### src/include/bbar_pkg.sv
// Constants shared by the bit-band alias remapper and its address mapper.
// Assumes a 32-bit byte-addressed little-endian memory map.
package bbar_pkg;

    // Address windows
    localparam logic [31:0] SRAM_BB_BASE    = 32'h2000_0000; // SRAM bit-band region start
    localparam logic [31:0] SRAM_BB_END     = 32'h2000_7FFF; // SRAM bit-band region end
    localparam logic [31:0] SRAM_AL_BASE    = 32'h2200_0000; // SRAM alias window start
    localparam logic [31:0] SRAM_AL_END     = 32'h220F_FFFF; // SRAM alias window end
    localparam logic [31:0] PERI_BB_BASE    = 32'h4000_0000; // Peripheral bit-band start
    localparam logic [31:0] PERI_BB_END     = 32'h400F_FFFF; // Peripheral bit-band end
    localparam logic [31:0] PERI_AL_BASE    = 32'h4200_0000; // Peripheral alias start
    localparam logic [31:0] PERI_AL_END     = 32'h43FF_FFFF; // Peripheral alias end

    // Alias address fields: word offset = byte offset * 32 + bit * 4
    localparam int          BYTE_OFS_LSB    = 5;             // Byte offset starts here
    localparam int          BIT_NUM_LSB     = 2;             // Bit number field start
    localparam int          BIT_NUM_W       = 3;             // Bit number 0-7

    // Access sizes
    localparam logic [1:0]  SIZE_BYTE       = 2'h0;          // 8-bit access
    localparam logic [1:0]  SIZE_HALF       = 2'h1;          // 16-bit access
    localparam logic [1:0]  SIZE_WORD       = 2'h2;          // 32-bit access

    // Reset and alias read values
    localparam logic [31:0] RST_WORD        = 32'h0000_0000; // Data and address regs
    localparam logic [31:0] ALIAS_ONE       = 32'h0000_0001; // Alias read of a set bit

    // Controller states
    typedef enum logic [1:0] {
        BBAR_IDLE,
        BBAR_PASS,
        BBAR_RD,
        BBAR_WR
    } bbar_state_t;

endpackage

### src/hdl/bbar_addr_map.sv
// Address classifier and alias-to-bit-band translator.
// Purely combinational; the caller registers whatever it keeps.
`timescale 1ns/1ps
`default_nettype none

module bbar_addr_map (
    input  wire logic [31:0] addr,       // Master address
    input  wire logic [1:0]  size,       // Master access size
    output logic             sram_alias, // Address in SRAM alias window
    output logic             peri_alias, // Address in peripheral alias window
    output logic [31:0]      tgt_addr,   // Bit-band address, aligned to size
    output logic [4:0]       bit_pos     // Bit index within the data word
);

    // Window test, used for both alias windows
    function automatic logic in_win(input logic [31:0] a, input logic [31:0] lo, input logic [31:0] hi);
        in_win = (a >= lo) && (a <= hi);
    endfunction

    wire logic        sram_hit;  // SRAM alias hit
    wire logic        peri_hit;  // Peripheral alias hit
    wire logic [31:0] al_base;   // Base of the alias window hit
    wire logic [31:0] bb_base;   // Base of the matching bit-band region
    wire logic [31:0] al_ofs;    // Offset into alias window
    wire logic [31:0] byte_ofs;  // Bit-band byte offset
    wire logic [31:0] byte_addr; // Bit-band byte address
    wire logic [2:0]  bit_num;   // Bit number 0-7

    assign sram_hit  = in_win(addr, bbar_pkg::SRAM_AL_BASE, bbar_pkg::SRAM_AL_END);
    assign peri_hit  = in_win(addr, bbar_pkg::PERI_AL_BASE, bbar_pkg::PERI_AL_END);
    assign al_base   = peri_hit ? bbar_pkg::PERI_AL_BASE : bbar_pkg::SRAM_AL_BASE;
    assign bb_base   = peri_hit ? bbar_pkg::PERI_BB_BASE : bbar_pkg::SRAM_BB_BASE;

    // Inverse of offset = byte*32 + bit*4
    assign al_ofs    = addr - al_base;
    assign byte_ofs  = al_ofs >> bbar_pkg::BYTE_OFS_LSB;
    assign bit_num   = al_ofs[bbar_pkg::BIT_NUM_LSB +: bbar_pkg::BIT_NUM_W];
    assign byte_addr = bb_base + byte_ofs;

    // Align down to the access size so the underlying access keeps it
    assign tgt_addr  = (size == bbar_pkg::SIZE_WORD) ? {byte_addr[31:2], 2'h0} :
                       (size == bbar_pkg::SIZE_HALF) ? {byte_addr[31:1], 1'h0} : byte_addr;

    // Little-endian lane: byte n of a word is bits 8n+7..8n
    assign bit_pos    = {byte_addr[1:0], bit_num};
    assign sram_alias = sram_hit;
    assign peri_alias = peri_hit;

endmodule

`default_nettype wire

### src/hdl/bbar_remap.sv
// Bit-band alias remapper between the core data bus and the memory slaves.
// Assumes a held-request master port and a held-request slave port with one-cycle acks.
//
// Overview of operation
// - SRAM alias data accesses hit bit-band bits
// - SRAM alias instruction fetches pass unmapped
// - Peripheral bit-band plain accesses forwarded unchanged
// - Peripheral alias data remapped, fetches refused
// - Alias write is read, modify, write back
// - Alias offset equals byte*32 plus bit*4
// - Bit index selects one of eight bits
// - Written bit 0 sets or clears target
// - Written bits 31:1 are ignored
// - Alias read returns zero or one
// - Memory is little-endian byte addressed
// - Underlying access keeps original access size
// - SRAM bit-band plain accesses forwarded unchanged
`timescale 1ns/1ps
`default_nettype none

module bbar_remap (
    input  wire logic        clock,       // System clock, 50 MHz
    input  wire logic        rst_n,       // Synchronous reset, active low
    input  wire logic        ce,          // Clock enable, freezes all state when low
    input  wire logic        m_req,       // Master request, held until m_done
    input  wire logic        m_write,     // Master write
    input  wire logic        m_fetch,     // Instruction fetch
    input  wire logic [1:0]  m_size,      // Access size
    input  wire logic [31:0] m_addr,      // Byte address
    input  wire logic [31:0] m_wdata,     // Write data
    output logic             m_done,      // One-cycle completion pulse
    output logic             m_err,       // Completion is an error
    output logic [31:0]      m_rdata,     // Read data, valid with m_done
    output logic             s_req,       // Slave request, held until s_ack
    output logic             s_write,     // Slave write
    output logic             s_lock,      // Read-modify-write in progress
    output logic [1:0]       s_size,      // Slave size
    output logic [31:0]      s_addr,      // Slave address
    output logic [31:0]      s_wdata,     // Slave write data
    input  wire logic        s_ack,       // Slave completion pulse
    input  wire logic [31:0] s_rdata      // Slave read data, valid with s_ack
);

    // Registered state and outputs
    bbar_pkg::bbar_state_t state_reg, state_next;     // Controller state
    logic        m_done_reg,  m_done_next;            // Done pulse
    logic        m_err_reg,   m_err_next;             // Error flag
    logic [31:0] m_rdata_reg, m_rdata_next;           // Read data to master
    logic        s_req_reg,   s_req_next;             // Slave request
    logic        s_write_reg, s_write_next;           // Slave direction
    logic        s_lock_reg,  s_lock_next;            // Locked sequence marker
    logic [1:0]  s_size_reg,  s_size_next;            // Slave size
    logic [31:0] s_addr_reg,  s_addr_next;            // Slave address
    logic [31:0] s_wdata_reg, s_wdata_next;           // Slave write data
    logic [4:0]  bitpos_reg,  bitpos_next;            // Target bit in data word
    logic        wbit_reg,    wbit_next;              // Bit value to store
    logic        alwr_reg,    alwr_next;              // Alias access is a write

    // Mapper outputs
    logic        sram_alias;                          // SRAM alias hit
    logic        peri_alias;                          // Peripheral alias hit
    logic [31:0] tgt_addr;                            // Bit-band address
    logic [4:0]  bit_pos;                             // Bit within word

    bbar_addr_map u_map (
        .addr       (m_addr),
        .size       (m_size),
        .sram_alias (sram_alias),
        .peri_alias (peri_alias),
        .tgt_addr   (tgt_addr),
        .bit_pos    (bit_pos)
    );

    // Decode of the request being taken
    wire logic accept;      // New request taken this cycle
    wire logic refuse;      // Fetch from peripheral alias
    wire logic do_alias;    // Data access to an alias window
    wire logic rd_bit;      // Bit read back from the slave
    wire logic [31:0] rmw;  // Read data with the one bit replaced

    // Done is still high in the cycle the master sees it, so skip that cycle
    assign accept   = (state_reg == bbar_pkg::BBAR_IDLE) && m_req && !m_done_reg;
    assign refuse   = m_fetch && peri_alias;
    // Fetches never take the alias path, so SRAM alias fetches stay plain
    assign do_alias = !m_fetch && (sram_alias || peri_alias);
    assign rd_bit   = s_rdata[bitpos_reg];
    // Only the addressed bit changes, all others are written back as read
    assign rmw      = wbit_reg ? (s_rdata | (32'h0000_0001 << bitpos_reg))
                               : (s_rdata & ~(32'h0000_0001 << bitpos_reg));

    // Next-state logic
    always_comb begin
        state_next   = state_reg;
        m_done_next  = 1'b0;
        m_err_next   = 1'b0;
        m_rdata_next = m_rdata_reg;
        s_req_next   = s_req_reg;
        s_write_next = s_write_reg;
        s_lock_next  = s_lock_reg;
        s_size_next  = s_size_reg;
        s_addr_next  = s_addr_reg;
        s_wdata_next = s_wdata_reg;
        bitpos_next  = bitpos_reg;
        wbit_next    = wbit_reg;
        alwr_next    = alwr_reg;
        case (state_reg)
            bbar_pkg::BBAR_IDLE: begin
                if (accept && refuse) begin
                    // Refused fetch ends at once, slave untouched
                    m_done_next = 1'b1;
                    m_err_next  = 1'b1;
                end else if (accept && do_alias) begin
                    // Read the bit-band location with the original size
                    s_req_next   = 1'b1;
                    s_write_next = 1'b0;
                    s_lock_next  = m_write;
                    s_size_next  = m_size;
                    s_addr_next  = tgt_addr;
                    bitpos_next  = bit_pos;
                    wbit_next    = m_wdata[0];
                    alwr_next    = m_write;
                    state_next   = bbar_pkg::BBAR_RD;
                end else if (accept) begin
                    // Everything else goes through untouched
                    s_req_next   = 1'b1;
                    s_write_next = m_write;
                    s_lock_next  = 1'b0;
                    s_size_next  = m_size;
                    s_addr_next  = m_addr;
                    s_wdata_next = m_wdata;
                    state_next   = bbar_pkg::BBAR_PASS;
                end
            end
            bbar_pkg::BBAR_PASS: begin
                if (s_ack) begin
                    s_req_next   = 1'b0;
                    m_rdata_next = s_rdata;
                    m_done_next  = 1'b1;
                    state_next   = bbar_pkg::BBAR_IDLE;
                end
            end
            bbar_pkg::BBAR_RD: begin
                if (s_ack && alwr_reg) begin
                    // Write-back follows the read with no gap
                    s_write_next = 1'b1;
                    s_wdata_next = rmw;
                    state_next   = bbar_pkg::BBAR_WR;
                end else if (s_ack) begin
                    // Alias read shows only the selected bit
                    s_req_next   = 1'b0;
                    m_rdata_next = rd_bit ? bbar_pkg::ALIAS_ONE : bbar_pkg::RST_WORD;
                    m_done_next  = 1'b1;
                    state_next   = bbar_pkg::BBAR_IDLE;
                end
            end
            bbar_pkg::BBAR_WR: begin
                if (s_ack) begin
                    s_req_next   = 1'b0;
                    s_lock_next  = 1'b0;
                    s_write_next = 1'b0;
                    m_rdata_next = bbar_pkg::RST_WORD;
                    m_done_next  = 1'b1;
                    state_next   = bbar_pkg::BBAR_IDLE;
                end
            end
            default: begin
                state_next = bbar_pkg::BBAR_IDLE;
            end
        endcase
    end

    // State registers; ce freezes everything
    always_ff @(posedge clock) begin
        if (!rst_n) begin
            state_reg   <= bbar_pkg::BBAR_IDLE;
            m_done_reg  <= 1'b0;
            m_err_reg   <= 1'b0;
            m_rdata_reg <= bbar_pkg::RST_WORD;
            s_req_reg   <= 1'b0;
            s_write_reg <= 1'b0;
            s_lock_reg  <= 1'b0;
            s_size_reg  <= bbar_pkg::SIZE_BYTE;
            s_addr_reg  <= bbar_pkg::RST_WORD;
            s_wdata_reg <= bbar_pkg::RST_WORD;
            bitpos_reg  <= 5'h0;
            wbit_reg    <= 1'b0;
            alwr_reg    <= 1'b0;
        end else if (ce) begin
            state_reg   <= state_next;
            m_done_reg  <= m_done_next;
            m_err_reg   <= m_err_next;
            m_rdata_reg <= m_rdata_next;
            s_req_reg   <= s_req_next;
            s_write_reg <= s_write_next;
            s_lock_reg  <= s_lock_next;
            s_size_reg  <= s_size_next;
            s_addr_reg  <= s_addr_next;
            s_wdata_reg <= s_wdata_next;
            bitpos_reg  <= bitpos_next;
            wbit_reg    <= wbit_next;
            alwr_reg    <= alwr_next;
        end
    end

    // Outputs straight from flops
    assign m_done  = m_done_reg;
    assign m_err   = m_err_reg;
    assign m_rdata = m_rdata_reg;
    assign s_req   = s_req_reg;
    assign s_write = s_write_reg;
    assign s_lock  = s_lock_reg;
    assign s_size  = s_size_reg;
    assign s_addr  = s_addr_reg;
    assign s_wdata = s_wdata_reg;

    // Checks on the driven outputs
    AST_FETCH_REFUSED: assert property (@(posedge clock) disable iff (!rst_n)
        (ce && accept && m_fetch && peri_alias) |=> (m_done && m_err && !s_req))
        else $error("Peripheral alias fetch not refused");

    AST_SRAM_FETCH_PLAIN: assert property (@(posedge clock) disable iff (!rst_n)
        (ce && accept && m_fetch && sram_alias) |=> (s_req && s_addr == $past(m_addr)))
        else $error("SRAM alias fetch was remapped");

    AST_ALIAS_TARGET: assert property (@(posedge clock) disable iff (!rst_n)
        (ce && accept && do_alias) |=> (s_req && !s_write && s_addr == $past(tgt_addr)))
        else $error("Alias access not sent to bit-band address");

    AST_SIZE_KEPT: assert property (@(posedge clock) disable iff (!rst_n)
        (ce && accept && !refuse) |=> (s_size == $past(m_size)))
        else $error("Underlying access size changed");

    AST_PLAIN_UNCHANGED: assert property (@(posedge clock) disable iff (!rst_n)
        (ce && accept && !refuse && !do_alias)
        |=> (s_addr == $past(m_addr) && s_wdata == $past(m_wdata) && s_write == $past(m_write)))
        else $error("Plain access altered");

    AST_RMW_BACK_TO_BACK: assert property (@(posedge clock) disable iff (!rst_n)
        (ce && state_reg == bbar_pkg::BBAR_RD && s_ack && alwr_reg)
        |=> (s_req && s_write && s_lock && s_addr == $past(s_addr)))
        else $error("Write-back not immediately after read");

    AST_WRITE_BIT: assert property (@(posedge clock) disable iff (!rst_n)
        (ce && state_reg == bbar_pkg::BBAR_RD && s_ack && alwr_reg)
        |=> (s_wdata[bitpos_reg] == wbit_reg
             && ((s_wdata ^ $past(s_rdata)) & ~(32'h0000_0001 << bitpos_reg)) == 32'h0000_0000))
        else $error("Alias write changed the wrong bits");

    AST_READ_VALUE: assert property (@(posedge clock) disable iff (!rst_n)
        (ce && state_reg == bbar_pkg::BBAR_RD && s_ack && !alwr_reg)
        |=> (m_done && !m_err && m_rdata == {31'h0, $past(s_rdata[bitpos_reg])}))
        else $error("Alias read value wrong");

    AST_WBIT_FROM_LSB: assert property (@(posedge clock) disable iff (!rst_n)
        (ce && accept && do_alias && m_write) |=> (wbit_reg == $past(m_wdata[0])))
        else $error("Alias write bit not taken from bit 0");

endmodule

`default_nettype wire

### config.mk
export PLATFORM = sky130hd
export DESIGN_NAME = bbar_remap
export DESIGN_NICKNAME = d
export VERILOG_FILES = /design/src/include/bbar_pkg.sv /design/src/hdl/bbar_addr_map.sv /design/src/hdl/bbar_remap.sv
export SDC_FILE = /design/constraint.sdc
export NUM_CORES = 1
export LEC_CHECK = 0
export BUFFER_PORTS_ARGS = -buffer_cell sky130_fd_sc_hd__buf_2
export CAP_MARGIN = 20
export CELL_PAD_IN_SITES_DETAIL_PLACEMENT = 1
export CELL_PAD_IN_SITES_GLOBAL_PLACEMENT = 1
export CORE_MARGIN = 4
export CORE_UTILIZATION = 37
export CTS_CLUSTER_SIZE = 8
export DETAILED_ROUTE_END_ITERATION = 8
export GPL_TIMING_DRIVEN = 0
export PLACE_DENSITY = 0.87
export SYNTH_ARGS = -nofsm -noshare
export SYNTH_HDL_FRONTEND = slang
export SYNTH_SLANG_ARGS = --single-unit
### constraint.sdc
create_clock -name clock -period 2.7 [get_ports clock]
set_input_delay 0.405 -clock clock [delete_from_list [all_inputs] [get_ports clock]]
set_output_delay 0.405 -clock clock [all_outputs]
set_load 0.01 [all_outputs]
Word level (Yosys, flattened, before mapping):

Cells that the tools add are included.

* bits in registers: 112
* word-level logic and storage cells: 115
* input port bits: 105

* shift-type cells: 1
* eq/ne operators: 14
* reductions and logical operators: 27
* mux-type cells: 49
* $lt $le $gt $ge: 5
* bitwise operators: 4
* add/sub/neg operators: 2

Operators with widths (number)
* 32-bit 2-to-1 mux: 11
* 32-bit one-hot mux with 3 select lines: 1
* 32-bit one-hot mux with 2 select lines: 1
* 31-bit 2-to-1 mux: 2
* 31-bit by 27-bit adder with 32-bit output: 1
* 32-bit bitwise AND: 1
* 32-bit by 30-bit greater-or-equal comparator with 1-bit output, second input constant: 1
* 32-bit by 31-bit greater-or-equal comparator with 1-bit output, second input constant: 1
* 32-bit by 30-bit <= comparator with 1-bit output, second input constant: 1
* 32-bit by 31-bit <= comparator with 1-bit output, second input constant: 1
* 32-bit inverter: 1
* 32-bit OR: 1
* 1-bit by 5-bit left shift with 32-bit output, first input constant: 1
* 32-bit subtractor: 1
* 1-bit 2-to-1 mux: 20
* 6-bit AND reduction: 3
* 2-bit 2-to-1 mux: 8
* 2-bit != test, second input constant: 8
* 4-bit AND reduction: 3
* 1-bit logical AND: 9
* 1-bit one-hot mux with 3 select lines: 3
* 2-bit == test, second input constant: 3
* 5-bit by 6-bit < comparator with 1-bit output, second input constant: 1
* 2-bit one-hot mux with 3 select lines: 1
* other kinds (13): 18

Logic depth before layout (Yosys ltp):

* word-level depth: 8
* gate-level depth with buffers: 12
* gate-level depth less buffers: 12

Hierarchy:

A second synthesis with hierarchy kept.

* cells, all modules: 734
* area, all modules: 6307.3 µm²

By module, submodules not included
* bbar_remap: times used 1, cells an instance 665, seq. area each 2242.2 µm², area an instance 5810.6 µm²
* bbar_addr_map: times used 1, cells an instance 69, seq. area each 0.0 µm², area an instance 496.7 µm²

Worst setup path after synthesis:

Ideal clock, no wire load.

* path kind: input to register
* from: input port m_addr[28]
* to: register s_addr_reg[26], in the netlist s_addr[26]
* setup time: 116 ps
* arrival: 2342 ps
* path slack: 242 ps
* stages: 10
* path buffers: 1
* data required time: 2584 ps
* cell sequence: buf_6 or4_4 a21oi_4 and2_1 ha_1 a21o_1 a21oi_1 xnor2_1 o211ai_1 o211a_1

* longest elaborated chain between the ends: 7
* elaborated cells between the ends (all ways): 18
* those cells by class: add/sub: 2; order compare: 4; mux: 2; bitwise: 1; reduce/logical: 9

Ends and longest elaborated chain
* start: declaration: line bbar_remap.sv:29 `input wire logic [31:0] m_addr,`
* parallel branches: the longest is 7 deep, another holds 32-bit by 31-bit greater-or-equal comparator with 1-bit output
* end signal: assignment: line bbar_remap.sv:183 `s_addr_reg <= bbar_pkg::RST_WORD;`
* end signal: assignment: line bbar_remap.sv:197 `s_addr_reg <= s_addr_next;`
* end: declaration: line bbar_remap.sv:53 `logic [31:0] s_addr_reg, s_addr_next;`

Parallel ways; which one is timed is not known.
A chain may end at the register's enable or synchronous reset.

Worst setup path in the final report:

* from: register bitpos_reg[1]
* to: register s_wdata_reg[27], in the netlist s_wdata[27]

* longest elaborated chain between the ends: 6
* elaborated cells between the ends (all ways): 7
* those cells by class: shift: 1; mux: 3; bitwise: 3

Ends and longest elaborated chain
* start: declaration: line bbar_remap.sv:55 `logic [4:0] bitpos_reg, bitpos_next;`
* start signal: assignment: line bbar_remap.sv:199 `bitpos_reg <= bitpos_next;`
* 1-bit by 5-bit left shift with 32-bit output *: line bbar_remap.sv:88, bbar_remap.sv:89
* 32-bit inverter: line bbar_remap.sv:89 `: (s_rdata & ~(32'h0000_0001 << bitpos_reg));`
* 32-bit bitwise AND: line bbar_remap.sv:89
* 32-bit 2-to-1 mux *: line bbar_remap.sv:88 `assign rmw = wbit_reg ? (s_rdata | (32'h0000_0001 << bitpos_reg))`
* 32-bit 2-to-1 mux *: line bbar_remap.sv:143 `if (s_ack && alwr_reg) begin`
* 32-bit one-hot mux with 2 select lines *: line bbar_remap.sv:106 `case (state_reg)`
* end signal: assignment: line bbar_remap.sv:184 `s_wdata_reg <= bbar_pkg::RST_WORD;`
* end signal: assignment: line bbar_remap.sv:198 `s_wdata_reg <= s_wdata_next;`
* end: declaration: line bbar_remap.sv:54 `logic [31:0] s_wdata_reg, s_wdata_next;`

Mark *: on every way between the ends. The rest lies on a longest branch, timed or not. The select of a mux whose other input is x is not followed.

==> results.ini <==
[logic_synthesis]
synth_cells=773
ys_async_sr_fraction_pct=0
post_synth_most_frequent_cells=sky130_fd_sc_hd__nand2_1, sky130_fd_sc_hd__dfxtp_1, sky130_fd_sc_hd__mux2i_1
synth_area_leaders=sky130_fd_sc_hd__dfxtp_1, sky130_fd_sc_hd__mux2i_1, sky130_fd_sc_hd__nand2_1
netlist.area_leader.share_pct=35.97
synth-seq-cells=112
mappedNetlistArea_um2=6233
yosysSeqAreaShare_pct=35.97
most_common_cell_in_the_synthesized_netlist=sky130_fd_sc_hd__nand2_1
yosys.area.top_type=sky130_fd_sc_hd__dfxtp_1
count_of_synthesis_stage_warnings_from_yosys=0
synth-edff-count=0
syn-num-nets=882
most_used_flip_flop_cell_after_synthesis=sky130_fd_sc_hd__dfxtp_1
synth_cell_type_count=50
post_synth.cell_area_avg_um2=8.064

[global_routing]
grt.met3_usage_pct=4.383
grt_usage_pct=25.08
antenna_violations_before_repair=3
grt_overflow_total=0
grt_util_met1_pct=33.76
via_count_of_the_first_global_routing_pass=6772
global_route.peak_usage_layer=met2
grt_first_pass_wirelength_um=36810
groute.layer.met2.usage_pct=40.18
grt_start_max_net_pins=19

[finish]
drive_above_1_share_pct=25.88
areaGrowthSynthToFinish_pct=26.52
design.final.nets=1097
final_cell_area_um2=7886
utilization_pct=47.72

[job]
max_cap_violations=0

[clock_network]
cts_max_level=3
number_of_clock_sinks=112
clkLatencyLatePin_ns=0.36
cts_buffer_depth=2
cts_tree=yes
cts.clk_slew.worst_paths_ns=0.08
ctsRootBufferMaster=sky130_fd_sc_hd__clkbuf_16
cts_hold_buf=0
numCtsBuffers=9

[setup_path]
timing.reg2reg.setup_slack_ns=0.1
regToRegEndpoint=s_wdata[27]$_SDFFE_PN0P_
critical_path.cell_chain=buf_2, buf_1, nand2_1, nor3_1, mux2i_1, o21ai_0, nand2_1, mux2i_1
timing.critical_path.slowest_stage_cell=sky130_fd_sc_hd__dfxtp_1
data_required_time_of_the_critical_path_ns=2.96
critical_path_arrival_ns=2.86
timing.critical_path.slowest_cell_delay_ns=0.44
cpLargestDelayFamily=simple AND/OR/NAND/NOR gates
rr_worst_depth=8
path_class=register to register
setup.worst_path.end_class=register
critical_path.reg2reg.startpoint=bitpos_reg[1]$_SDFFE_PN0P_
worstPathMaxFanout=10
path_buf_inv=2
startpoint_type=register

[drt]
postRouteWirelength_um=24360
dr_total_vias=6643
drc=0
wl_per_cell_um=19.98
drt_via_density=5.450
postRouteAntennaNets=0
first_pass_iters=5
detail_route.iter0.violations=412

[power_and_ir_drop]
power.total_mw=3.849
power_leakage_nw=3.565
power_per_cell_area_nw_per_um2=488.1
ir_worst_vdd_mv=0.3417

[hold_path]
hold-path-endpoint=s_size[0]$_SDFFE_PN0P_
timing.hold.worst.class=input port to register
hold_path.startpoint=m_size[0]
worstHoldPathCells=3

[outcome]
outcome=completed

[placed_design]
dp_hpwl_um=19390
globalplace.congestion=0.9255
buffer_ports.inserted=205
dpl_cell_area_um2=7535

[timing]
slew_headroom_pct=50.48
final.setup_skew_ns=0.01010
setup_viol=0
period_share_pct=96.36
worst-slew-pin-transition_ns=0.7412
fmax_ghz=0.3844
report.final.slew_viol_count=0
final_period_minus_worst_setup_slack_ns=2.602
timing_hold_violations_final=0

[floorplan]
die_height_um=137.8
placeableCoreArea_um2=16520
die_area_um2=18990
chipWidth_um=137.8
start_util_pct=37.72
placement_rows=47
io_pins=208

==> per-stage QoR <==
| step | cells | TNS [ns] | setup WS, ns | hold WS [ns] |
|---|---|---|---|---|
| floorplan | 773 | 0 | 0.2421 | 0.4479 |
| global placement | 1198 | -1.488 | -0.1728 | 0.4427 |
| detailed placement | 1198 | -3.482 | -0.2161 | 0.4508 |
| CTS | 1214 | 0 | 0.1232 | 0.3060 |
| global route | 1216 | -0.02001 | -0.01858 | 0.3304 |
| finish | 1219 | 0 | 0.09822 | 0.3128 |
==> worst min-delay path: cells and delay by family <==
kind            cells  cell delay [ns]
buf+inv             1             0.11
compound gates      1             0.06
simple gates        1             0.05
==> cell type report <==
type	instances	area (um2)
Sequential cell	112	2242
Buffer	70	314.1
Clock buffer	11	252.7
Timing Repair Buffer	205	1026
Antenna cell	6	15.01
Fill cell	2141	8638
Clock inverter	5	63.81
Multi-Input combinational cell	584	3675
Inverter	6	22.52
Tap cell	220	275.3
==> per-layer routing <==
metal | vias to the layer above | routed length (um)
met5 | - | 0
li1 | 3155 | -
met1 | 3223 | 10690
met3 | 45 | 1497
met4 | 0 | 721
met2 | 220 | 11450
==> worst max-delay path by stage <==
| stage | slack [ns] | cells after the start | end | from |
|---|---|---|---|---|
| floorplan | 0.24 | 10 | s_addr[26]$_SDFFE_PN0P_ | m_addr[28] |
| global placement | -0.17 | 13 | s_addr[26]$_SDFFE_PN0P_ | m_addr[26] |
| detailed placement | -0.22 | 13 | s_addr[26]$_SDFFE_PN0P_ | m_addr[26] |
| CTS | 0.12 | 8 | s_wdata[27]$_SDFFE_PN0P_ | bitpos_reg[0]$_SDFFE_PN0P_ |
| global route | -0.02 | 11 | s_addr[26]$_SDFFE_PN0P_ | m_addr[27] |
| finish | 0.1 | 8 | s_wdata[27]$_SDFFE_PN0P_ | bitpos_reg[1]$_SDFFE_PN0P_ |
==> what timing repair did <==
action,in CTS,in global routing
buffers inserted,0,0
gates resized for setup,0,4
endpoints found under the setup margin,0,11
endpoints found under the hold margin,0,0
==> logic make-up after synthesis <==
| logic type | after synthesis | synth area share [%] |
|---|---|---|
| flops | 112 | 35.97 |
| xor+xnor | 5 | 0.7027 |
| buf+inv | 77 | 5.460 |
| simple gates | 345 | 27.70 |
| fa+ha+maj | 4 | 0.8029 |
| mux | 84 | 15.29 |
| compound gates | 146 | 14.07 |
==> layout by cell type, fill, tap and decap left out, drive strengths merged, types with 11 or more instances in the layout <==
master and n:
nor2 39, nor3 30, clkbuf 57, nor3b 35, o21ai 61, nand2 143
nand4 11, a211oi 22, buf 229, dfxtp 112, a21oi 37, nand3 16
mux2i 75, nor2b 34
==> power breakdown <==
group | switching [mW] | leakage, nW | total, mW | internal (mW)
Clock | 0.667 | 0.152 | 1.45 | 0.779
Sequential | 0.0375 | 0.911 | 1.76 | 1.72
Combinational | 0.384 | 2.50 | 0.642 | 0.257
Total | 1.09 | 3.56 | 3.85 | 2.76
(Power assumes the default switching activity.)
